`config.mk`:
```
export PLATFORM = sky130hd
export DESIGN_NAME = output_initial_level_timer
export DESIGN_NICKNAME = d
export VERILOG_FILES = /design/src/core/output_initial_level_pkg.sv /design/src/core/output_initial_level_timer.sv
export SDC_FILE = /design/constraint.sdc
export NUM_CORES = 1
export LEC_CHECK = 0
export BUFFER_PORTS_ARGS = -buffer_cell sky130_fd_sc_hd__buf_2
export CAP_MARGIN = 20
export CORE_MARGIN = 2
export CORE_UTILIZATION = 45
export CTS_BUF_LIST = sky130_fd_sc_hd__clkbuf_16
export DETAILED_ROUTE_END_ITERATION = 8
export PLACE_DENSITY = 0.69
export SYNTH_ARGS = -nofsm -noshare
export SYNTH_HDL_FRONTEND = slang
export SYNTH_SLANG_ARGS = --single-unit
```
`constraint.sdc`:
```
create_clock -name pclk -period 4.4 [get_ports pclk]
set_clock_uncertainty 0.2 [all_clocks]
set_input_delay 0.44 -clock pclk [delete_from_list [all_inputs] [get_ports pclk]]
set_output_delay 0.44 -clock pclk [all_outputs]
set_load 0.005 [all_outputs]
```
`src/core/output_initial_level_pkg.sv`:
```
// Package for the compact timer output and counter-clear control.
// Assumes a single pclk domain and an APB slave with 32-bit data.
`default_nettype none
package output_initial_level_pkg;
    // ========================================
    // Register map
    localparam logic [11:0] ctrl_one_addr = 12'h000;
    localparam logic [11:0] ctrl_zero_addr = 12'h004;
    localparam logic [11:0] compare_a_addr = 12'h008;
    localparam logic [11:0] count_addr = 12'h00c;
    localparam logic [11:0] status_addr = 12'h010;
    localparam logic [11:0] int_enable_addr = 12'h014;
    localparam logic [11:0] int_clear_addr = 12'h018;
    // ========================================
    // Control one fields
    localparam int clear_sel_bit = 0;
    localparam int swap_bit = 1;
    localparam int invert_bit = 2;
    localparam int init_level_bit = 3;
    localparam int func_lo_bit = 4;
    localparam int func_hi_bit = 5;
    localparam int mode_lo_bit = 6;
    localparam int mode_hi_bit = 7;
    // Control zero fields
    localparam int compare_p_lsb = 0;
    localparam int compare_p_msb = 2;
    localparam int counter_on_bit = 3;
    // Status fields
    localparam int st_match_a = 0;
    localparam int st_match_p = 1;
    localparam int st_overflow = 2;
    localparam int status_width = 3;
    // ========================================
    // Widths and reset values
    localparam int count_width = 10;
    localparam int p_width = 3;
    localparam logic [7:0] ctrl_reset = 8'h00;
    localparam logic [9:0] count_max = 10'h3ff;
    localparam logic [31:0] bus_zero = 32'h0000_0000;
    // ========================================
    // Mode and output-function codes
    localparam logic [1:0] mode_compare = 2'h0;
    localparam logic [1:0] mode_pwm = 2'h2;
    localparam logic [1:0] mode_timer = 2'h3;
    localparam logic [1:0] func_keep = 2'h0;
    localparam logic [1:0] func_low = 2'h1;
    localparam logic [1:0] func_high = 2'h2;
    localparam logic [1:0] func_toggle = 2'h3;
    localparam logic [1:0] func_pwm_inactive = 2'h0;
    localparam logic [1:0] func_pwm_active = 2'h1;
    localparam logic [1:0] func_pwm_wave = 2'h2;
endpackage
`default_nettype wire

```
`src/core/output_initial_level_timer.sv`:
```
// Compact 10-bit timer with output-function and counter-clear control over APB.
// Assumes an APB master on pclk; the timer counts on every pclk while on.
// Reads and writes complete with pready in the second access cycle.
// Read data is loaded in the first access cycle and stands while pready is high.
// The pin output enable is active low: high only in timer/counter mode.
//
// The implementer's own choices: the APB register port and the placing of the registers.
`default_nettype none
module output_initial_level_timer (
    input wire logic pclk,
    input wire logic presetn,
    input wire logic psel,
    input wire logic penable,
    input wire logic pwrite,
    input wire logic [11:0] paddr,
    input wire logic [31:0] pwdata,
    output logic [31:0] prdata,
    output logic pready,
    output logic pslverr,
    output logic timer_output_pin,
    output logic timer_output_enable,
    output logic irq
);
    // ========================================
    // State
    logic [7:0] timer_control_one, next_timer_control_one;
    logic [2:0] compare_p_value, next_compare_p_value;
    logic counter_on, next_counter_on;
    logic [9:0] compare_a_value, next_compare_a_value;
    logic [9:0] count, next_count;
    logic out_level, next_out_level;
    logic [2:0] status, next_status;
    logic [2:0] int_enable, next_int_enable;
    logic [31:0] next_prdata;

    // ========================================
    // Decode
    logic wr, rd, mapped, on_rise;
    logic access, wait_done, next_wait_done;
    logic [1:0] mode, func;
    logic init_level, invert, swap, clear_sel;
    logic match_a, match_p, at_max, clear_cnt, p_zero;
    logic [9:0] p_full, period_end, duty;
    logic pwm_dir, pwm_level, raw_out;

    // Writes land and pready rises in the second access cycle.
    assign access = psel & penable;
    assign next_wait_done = access & ~wait_done;
    assign pready = wait_done;
    assign wr = access & wait_done & pwrite;
    assign rd = access & ~wait_done & ~pwrite;
    assign mode = {timer_control_one[output_initial_level_pkg::mode_hi_bit],
                   timer_control_one[output_initial_level_pkg::mode_lo_bit]};
    assign func = {timer_control_one[output_initial_level_pkg::func_hi_bit],
                   timer_control_one[output_initial_level_pkg::func_lo_bit]};
    assign init_level = timer_control_one[output_initial_level_pkg::init_level_bit];
    assign invert = timer_control_one[output_initial_level_pkg::invert_bit];
    assign swap = timer_control_one[output_initial_level_pkg::swap_bit];
    assign clear_sel = timer_control_one[output_initial_level_pkg::clear_sel_bit];
    assign on_rise = next_counter_on & ~counter_on;

    always_comb begin
        mapped = 1'b1;
        unique case (paddr)
            output_initial_level_pkg::ctrl_one_addr, output_initial_level_pkg::ctrl_zero_addr, output_initial_level_pkg::compare_a_addr,
            output_initial_level_pkg::count_addr, output_initial_level_pkg::status_addr, output_initial_level_pkg::int_enable_addr,
            output_initial_level_pkg::int_clear_addr: mapped = 1'b1;
            default: mapped = 1'b0;
        endcase
    end
    assign pslverr = access & wait_done & ~mapped;

    // ========================================
    // Comparators
    // P sees only the top three count bits, so its matches fall on multiples of 128.
    assign p_zero = (compare_p_value == 3'h0);
    assign p_full = {compare_p_value, 7'h00};
    assign match_a = counter_on & (count == compare_a_value);
    assign match_p = counter_on & ~p_zero
        & (count[9:7] == compare_p_value) & (count[6:0] == 7'h00);
    assign at_max = counter_on & (count == output_initial_level_pkg::count_max);

    // In PWM mode the period register picks the restart point.
    assign period_end = swap ? compare_a_value : p_full;
    assign duty = swap ? p_full : compare_a_value;

    always_comb begin
        if (mode == output_initial_level_pkg::mode_pwm) begin
            if (swap) begin
                clear_cnt = match_a | at_max;
            end else begin
                clear_cnt = match_p | (p_zero & at_max);
            end
        end else if (clear_sel) begin
            clear_cnt = match_a | at_max;
        end else begin
            clear_cnt = match_p | (p_zero & at_max);
        end
    end

    // Duty at or above the period gives a full active cycle.
    assign pwm_dir = (count < duty) | (duty >= period_end && period_end != 10'h000);
    assign pwm_level = pwm_dir ? init_level : ~init_level;

    // ========================================
    // Output pin
    // The held level loads the initial level on every start and follows A matches only in compare mode; PWM drives a forced or waveform level.
    always_comb begin
        next_out_level = out_level;
        if (on_rise) begin
            next_out_level = init_level;
        end else if (mode == output_initial_level_pkg::mode_compare && match_a) begin
            unique case (func)
                output_initial_level_pkg::func_keep: next_out_level = out_level;
                output_initial_level_pkg::func_low: next_out_level = 1'b0;
                output_initial_level_pkg::func_high: next_out_level = 1'b1;
                output_initial_level_pkg::func_toggle: next_out_level = ~out_level;
            endcase
        end
    end

    always_ff @(posedge pclk or negedge presetn) begin
        if (!presetn) begin
            out_level <= 1'b0;
        end else begin
            out_level <= next_out_level;
        end
    end

    always_comb begin
        raw_out = out_level;
        if (mode == output_initial_level_pkg::mode_pwm) begin
            unique case (func)
                output_initial_level_pkg::func_pwm_inactive: raw_out = ~init_level;
                output_initial_level_pkg::func_pwm_active: raw_out = init_level;
                output_initial_level_pkg::func_pwm_wave: raw_out = pwm_level;
                default: raw_out = ~init_level;
            endcase
        end
    end

    // Pin is released in timer/counter mode and driven otherwise.
    assign timer_output_enable = (mode == output_initial_level_pkg::mode_timer);
    assign timer_output_pin = (mode == output_initial_level_pkg::mode_timer) ? 1'b0
        : (raw_out ^ invert);

    // ========================================
    // Counter
    // Counting halts while the timer is off; a restart always begins at zero.
    always_comb begin
        next_count = count;
        if (on_rise) begin
            next_count = 10'h000;
        end else if (counter_on) begin
            next_count = clear_cnt ? 10'h000 : count + 10'h001;
        end
    end

    always_ff @(posedge pclk or negedge presetn) begin
        if (!presetn) begin
            count <= 10'h000;
        end else begin
            count <= next_count;
        end
    end

    // ========================================
    // Bus wait state
    // A read word is loaded in the first access cycle and stands in the second,
    // where pready is high, so the master takes it at the completing edge.
    always_ff @(posedge pclk or negedge presetn) begin
        if (!presetn) begin
            wait_done <= 1'b0;
        end else begin
            wait_done <= next_wait_done;
        end
    end

    // ========================================
    // Write strobes
    // Every register write is qualified by pready, so it lands on the completing edge.
    logic wr_ctrl_one, wr_ctrl_zero, wr_compare_a, wr_int_enable, wr_int_clear;
    assign wr_ctrl_one = wr & (paddr == output_initial_level_pkg::ctrl_one_addr);
    assign wr_ctrl_zero = wr & (paddr == output_initial_level_pkg::ctrl_zero_addr);
    assign wr_compare_a = wr & (paddr == output_initial_level_pkg::compare_a_addr);
    assign wr_int_enable = wr & (paddr == output_initial_level_pkg::int_enable_addr);
    assign wr_int_clear = wr & (paddr == output_initial_level_pkg::int_clear_addr);

    // ========================================
    // Control one register
    always_comb begin
        next_timer_control_one = timer_control_one;
        if (wr_ctrl_one) begin
            next_timer_control_one = pwdata[7:0];
        end
    end

    always_ff @(posedge pclk or negedge presetn) begin
        if (!presetn) begin
            timer_control_one <= output_initial_level_pkg::ctrl_reset;
        end else begin
            timer_control_one <= next_timer_control_one;
        end
    end

    // ========================================
    // Compare and counter-on registers
    // A counter-on write that turns the counter on restarts the count and loads the initial pin level.
    always_comb begin
        next_compare_p_value = compare_p_value;
        next_counter_on = counter_on;
        next_compare_a_value = compare_a_value;
        if (wr_ctrl_zero) begin
            next_compare_p_value = pwdata[output_initial_level_pkg::compare_p_msb:output_initial_level_pkg::compare_p_lsb];
            next_counter_on = pwdata[output_initial_level_pkg::counter_on_bit];
        end
        if (wr_compare_a) begin
            next_compare_a_value = pwdata[9:0];
        end
    end

    always_ff @(posedge pclk or negedge presetn) begin
        if (!presetn) begin
            compare_p_value <= 3'h0;
            counter_on <= 1'b0;
            compare_a_value <= 10'h000;
        end else begin
            compare_p_value <= next_compare_p_value;
            counter_on <= next_counter_on;
            compare_a_value <= next_compare_a_value;
        end
    end

    // ========================================
    // Interrupt enable
    // Enable bits share the layout of the status flags.
    always_comb begin
        next_int_enable = int_enable;
        if (wr_int_enable) begin
            next_int_enable = pwdata[2:0];
        end
    end

    always_ff @(posedge pclk or negedge presetn) begin
        if (!presetn) begin
            int_enable <= 3'h0;
        end else begin
            int_enable <= next_int_enable;
        end
    end

    // ========================================
    // Status flags
    // Each flag is sticky; an event wins over a clear in the same cycle.
    // The P match flag is not raised while A clears the counter outside PWM mode.
    logic [2:0] status_event;
    assign status_event[output_initial_level_pkg::st_match_a] = match_a;
    assign status_event[output_initial_level_pkg::st_match_p] = match_p
        & ((mode == output_initial_level_pkg::mode_pwm) | ~clear_sel);
    assign status_event[output_initial_level_pkg::st_overflow] = at_max;
    for (genvar b = 0; b < output_initial_level_pkg::status_width; b++) begin : g_status
        assign next_status[b] = status_event[b] | (status[b] & ~(wr_int_clear & pwdata[b]));
    end

    always_ff @(posedge pclk or negedge presetn) begin
        if (!presetn) begin
            status <= 3'h0;
        end else begin
            status <= next_status;
        end
    end

    // ========================================
    // Interrupt output
    // The request is registered from the next flag and enable values.
    always_ff @(posedge pclk or negedge presetn) begin
        if (!presetn) begin
            irq <= 1'b0;
        end else begin
            irq <= |(next_status & next_int_enable);
        end
    end

    // ========================================
    // Read data
    always_comb begin
        next_prdata = output_initial_level_pkg::bus_zero;
        if (rd) begin
            unique case (paddr)
                output_initial_level_pkg::ctrl_one_addr: begin
                    next_prdata[7:0] = timer_control_one;
                end
                output_initial_level_pkg::ctrl_zero_addr: begin
                    next_prdata[output_initial_level_pkg::compare_p_msb:output_initial_level_pkg::compare_p_lsb] =
                        compare_p_value;
                    next_prdata[output_initial_level_pkg::counter_on_bit] = counter_on;
                end
                output_initial_level_pkg::compare_a_addr: begin
                    next_prdata[9:0] = compare_a_value;
                end
                output_initial_level_pkg::count_addr: begin
                    next_prdata[9:0] = count;
                end
                output_initial_level_pkg::status_addr: begin
                    next_prdata[2:0] = status;
                end
                output_initial_level_pkg::int_enable_addr: begin
                    next_prdata[2:0] = int_enable;
                end
                default: next_prdata = output_initial_level_pkg::bus_zero;
            endcase
        end
    end

    always_ff @(posedge pclk or negedge presetn) begin
        if (!presetn) begin
            prdata <= output_initial_level_pkg::bus_zero;
        end else begin
            prdata <= next_prdata;
        end
    end
endmodule
`default_nettype wire

```
# Word-level counts from Yosys, hierarchy flattened

Cells that the tools add are included.

Flip-flop bits (word level): 73
Bits of input ports: 49
Output and inout bits: 37
Word-level logic and storage cells: 110

Add/subtract/negate cells: 1
$lt $le $gt $ge: 2
Equal/unequal tests: 15
Muxes and demuxes: 23
Bitwise logic cells: 45
Reduce and logical (&&, ||, !) cells: 13

Operators by type and width:

| kind                                                 | count |
|---|---|
| two-way mux 10 bit                                   | 6 |
| equality test 12 x 5 -> 1 bit, second input constant | 3 |
| AND 1 bit                                            | 25 |
| equality test 12 x 4 -> 1 bit, second input constant | 2 |
| case mux 3 bit (6 select lines)                      | 1 |
| equality test 12 x 3 -> 1 bit, second input constant | 1 |
| logical NOT 12 bit                                   | 1 |
| case mux 4 bit (3 select lines)                      | 1 |
| NOT 1 bit                                            | 11 |
| adder 10 x 1 -> 10 bit, second input constant        | 1 |
| equality test 10 bit                                 | 1 |
| equality test 10 bit, second input constant          | 1 |
| >= comparator 10 bit                                 | 1 |
| less-than comparator 10 bit                          | 1 |
| two-way mux 1 bit                                    | 10 |
| nonzero test 10 bit                                  | 1 |
| equality test 2 bit, second input constant           | 4 |
| logical NOT 7 bit                                    | 1 |
| bitwise OR 1 bit                                     | 7 |
| OR reduction 7 bit                                   | 1 |
| logical NOT 2 bit                                    | 2 |
| case mux 1 bit (4 select lines)                      | 1 |
| case mux 2 bit (2 select lines)                      | 1 |
| nonzero test 2 bit                                   | 2 |
| other kinds (12)                                     | 13 |

# Longest topological paths before layout

Depth after elaboration: 11
Gate-level depth with buffers: 10

# Worst setup path after synthesis

OpenSTA, ideal clock, no wires.

Kind: register to output
From: register timer_control_one[1]
To: output timer_output_pin
Data arrival time: 2.338 ns
Required time: 3.760 ns
Setup slack: 1.422 ns
Cell stages (with the launch flop): 11
Cell sequence: dfrtp_1 buf_2 clkbuf_1 a21boi_0 ha_1 a2111oi_0 o31a_1 o2bb2ai_1 a211oi_1 o32a_1 o211ai_1

Longest elaborated chain between the ends: 9

RTL lines:

| element                                                            | line                                                               | RTL |
|---|---|---|
| from (decl)                                                        | output_initial_level_timer.sv:26                                   | `logic [7:0] timer_control_one, next_timer_control_one;` |
| from (signal assigned)                                             | output_initial_level_timer.sv:200                                  | `timer_control_one <= output_initial_level_pkg::ctrl_reset;` |
| from (signal assigned)                                             | output_initial_level_timer.sv:202                                  | `timer_control_one <= next_timer_control_one;` |
| two-way mux 10 bit, on equally long branches                       | output_initial_level_timer.sv:85, output_initial_level_timer.sv:84 |  |
| >= comparator 10 bit / nonzero test 10 bit (equally long branches) | output_initial_level_timer.sv:102                                  | `assign pwm_dir = (count < duty) \| (duty >= period_end && period_end != 10'h000);` |
| logical AND 1 bit                                                  | output_initial_level_timer.sv:102                                  |  |
| bitwise OR 1 bit (*)                                               | output_initial_level_timer.sv:102                                  |  |
| two-way mux 1 bit (*)                                              | output_initial_level_timer.sv:103                                  | `assign pwm_level = pwm_dir ? init_level : ~init_level;` |
| case mux 1 bit (2 select lines) (*)                                | output_initial_level_timer.sv:133                                  | `unique case (func)` |
| two-way mux 1 bit (*)                                              | output_initial_level_timer.sv:132                                  | `if (mode == output_initial_level_pkg::mode_pwm) begin` |
| XOR 1 bit (*)                                                      | output_initial_level_timer.sv:145                                  | `: (raw_out ^ invert);` |
| two-way mux 1 bit (*)                                              | output_initial_level_timer.sv:144                                  | `assign timer_output_pin = (mode == output_initial_level_pkg::mode_timer) ? 1'b0` |
| to (decl)                                                          | output_initial_level_timer.sv:20                                   | `output logic timer_output_pin,` |

Mark *: on every way between the ends. The rest lies on a longest branch, timed or not.

# Final worst setup path

Ends and elaborated chain as after synthesis.

==> results.sh <==
export IMPL_num_fill_cells=724
export IMPL_cp_max_fo=20
export IMPL_io_pins=86
export IMPL_first_global_vias=2579
export IMPL_avgSynthCellArea_um2=9.871
export IMPL_synth_ff_type="dfrtp_1"
export IMPL_yosysWarnings=0
export IMPL_ys_top_cells_by_area="dfrtp_1, mux2_2, ha_1, buf_4, xnor2_1"
export IMPL_yosysMostFrequentCell="dfrtp_1"
export IMPL_clock_root_buffer="clkbuf_16"
export IMPL_status="finished, final reports clean"
export IMPL_postCtsHoldBufs=0
export IMPL_netlist_area_mm2=0.003485
export IMPL_synth_seq_cells=51
export IMPL_tns_ps=0
export IMPL_path_delay_family="compound AO/OA/AOI/OAI gates"
export IMPL_synth_xor_area_share_pct=4.022
export IMPL_gr_total_overflow=0
export IMPL_ys_types=62
export IMPL_path_clk_slew_ps=70
export IMPL_fp_row_count=32
export IMPL_yosys_mux_area_fraction_pct=13.29
export IMPL_slowest_stage="dfrtp_1"
export IMPL_die_area_mm2=0.008463
export IMPL_period_share_pct=86.95
export IMPL_synthTopCellsByCount="dfrtp_1, mux2_2, buf_4"
export IMPL_gp_congestion=0.9217
export IMPL_routed_via_density=5.661
export IMPL_layout_drive_gt1_share_pct=23.12
export IMPL_synth_compound_area_share_pct=14.08
export IMPL_cp_arrival_ps=3190
export IMPL_crit_type="reg -> out"
export IMPL_leakage_nw=1.729
export IMPL_post_cts_buffers=0
export IMPL_max_cap_violations=0
export IMPL_wl_per_cell_um=16.59
export IMPL_endpoint_kind="output pin"
export IMPL_cts_sinks=51
export IMPL_grt_pass1_wl_um=13250
export IMPL_dp_hpwl_um=5860
export IMPL_drt_iter0_markers=203
export IMPL_path_buf_inv=1
export IMPL_rsz0062_at_grt="false"
export IMPL_power_density_mw_per_mm2=305.5
export IMPL_numCtsBuffers=5
export IMPL_max_slew_margin_pct=52.54
export IMPL_yosys_area_share_simple_pct=17.27
export IMPL_grt_max_degree=52
export IMPL_hold_ws_ps=57.13
export IMPL_diodes=0
export IMPL_clkLatencyLatePin_ps=290
export IMPL_drc=0
export IMPL_core_area_mm2=0.007607
export IMPL_yosys_area_top_type_share_pct=36.62
export IMPL_finalSetupViolCount=0
export IMPL_layout_min_cycle_time_ps=3826
export IMPL_hold_class="in -> async"
export IMPL_worstMarginPinSlew_ps=698.1
export IMPL_hold_violations=0
export IMPL_drt_pre_antenna_iters=8
export IMPL_synth_fa_ha_area_share_pct=6.104
export IMPL_grt_use_total_pct=19.92
export IMPL_h_tree_depth=2
export IMPL_crit_chain="nand2b_1, a21boi_0, ha_1, a2111oi_0, o31a_1, o2bb2ai_1, a211oi_1, o32a_1, o211ai_1, buf_2"
export IMPL_cp_required_ps=3760
export IMPL_max_freq_mhz=261.4
export IMPL_crit_path_start_kind="flop"
export IMPL_synth_top_family_by_area="simple AND/OR/NAND/NOR gates"
export IMPL_antenna_left=0
export IMPL_ys_async_sr_fraction_pct=100.0
export IMPL_die_x_um=92.00
export IMPL_synth_edf_count=0
export IMPL_drv_slew=0
export IMPL_routed_wl_um=8078
export IMPL_yosysTopAreaCell="dfrtp_1"
export IMPL_cts_tree="done"
export IMPL_port_buffers=41
export IMPL_max_stage_delay_ps=750
export IMPL_synth_yosys_seq_area_share_pct=36.62
export IMPL_vias=2757
export IMPL_fin_nets=450
export IMPL_die_h_um=92.00
export IMPL_ir_drop_mv=0.2070
export IMPL_antenna_found_initial=0
export IMPL_postSynthCellCount=353
export IMPL_clock_path_buffers=2
export IMPL_start_util_pct=45.81
export IMPL_cts_resized=0
export IMPL_area_delta_synth_final_pct=8.941
[cell type report]
type                            instances  area [um^2]  area share (%)
Tap cell                              102        127.6           3.362
Timing Repair Buffer                   42        212.7           5.603
Clock inverter                          3        15.01          0.3955
Sequential cell                        51         1276           33.62
Inverter                               13        48.80           1.285
Clock buffer                            5        125.1           3.296
Multi-Input combinational cell        271         1991           52.44
[sequential cells by signal (all words and copies together) (netlist names)]
signal,flops
pready,1
timer_control_one,8
counter_on,1
count,10
status,3
irq,1
int_enable,3
compare_a_value,10
compare_p_value,3
prdata,10
out_level,1
[cell families after synthesis]
family	Yosys count
and+or+nand+nor	109
adders and majority gates	17
DFF	51
buffers and inverters	52
AOI/OAI and AO/OA	66
xor gates and xnor gates	16
other	1
muxes	41
[power breakdown]
part	internal (W)	switching [W]	leakage, nW	total [W]
combinational	0.000101	0.000106	0.983	0.000207
clock	0.000207	0.000169	0.0649	0.000376
sequential	0.000496	0.0000808	0.681	0.000576
total	0.000804	0.000356	1.73	0.00116
[cells in the final DEF, fill, tap and decap left out, types with 3 or more instances in the layout]
cell       netlist  final
nand2b_1        12     12
nor2b_1          3      3
o21ai_0         11     11
or3_1            3      3
xnor2_1         13     13
conb_1           1     22
clkbuf_16        0      5
nand4_1          4      4
a31oi_1          3      3
ha_1            17     17
mux2i_1         10     10
nand3_1          7      7
nor4_1           6      6
nor2_1          20     20
nor3_1          10     10
mux2_2          29     29
xor2_1           3      3
a22oi_1          5      5
o21a_1           7      7
and3_1           5      5
a22o_1           5      5
a21oi_1          5      5
inv_1           13     13
a21o_1           3      3
nor3b_1          3      3
nand2_1         19     19
dfrtp_1         51     51
buf_2            3     41
o311ai_0         4      4
[path summary, 6_finish.rpt]
path	cells past startpoint	to	slack, ps	startpoint
max reg2reg	7	count[6]	1360	count[0]
max in group asynchronous	2	timer_control_one[0]	3510	presetn
min reg2reg	1	pready	280	pready
max	10	timer_output_pin	570	timer_control_one[1]
min	2	count[6]	60	presetn
min in group pclk	2	compare_a_value[9]	180	pwdata[9]
[stage by stage]
step / power (W) / instances / utilization (%) / cell area, um^2 / setup slack [ps]
after floorplan: 0.0007344 / 374 / - / 3563 / 1422
after global placement: 0.0007768 / 479 / 48.06 / 3656 / 922.5
after detailed placement: 0.0007893 / 479 / 48.06 / 3656 / 901.3
after CTS: 0.001162 / 487 / 49.90 / 3796 / 579.4
after global routing: 0.001219 / 487 / 49.90 / 3796 / 295.5
final: 0.001160 / 487 / 49.90 / 3796 / 574.1
[metal layers]
metal | vias to the layer above | track usage [%] | routed length (um)
met3 | 8 | 2.794 | 500
met2 | 110 | 31.86 | 3753
met1 | 1337 | 28.65 | 3723
met4 | 0 | 4.851 | 100
met5 | - | 0 | 0
li1 | 1302 | - | -
No activity file was read; power rests on OpenSTA's default activity.
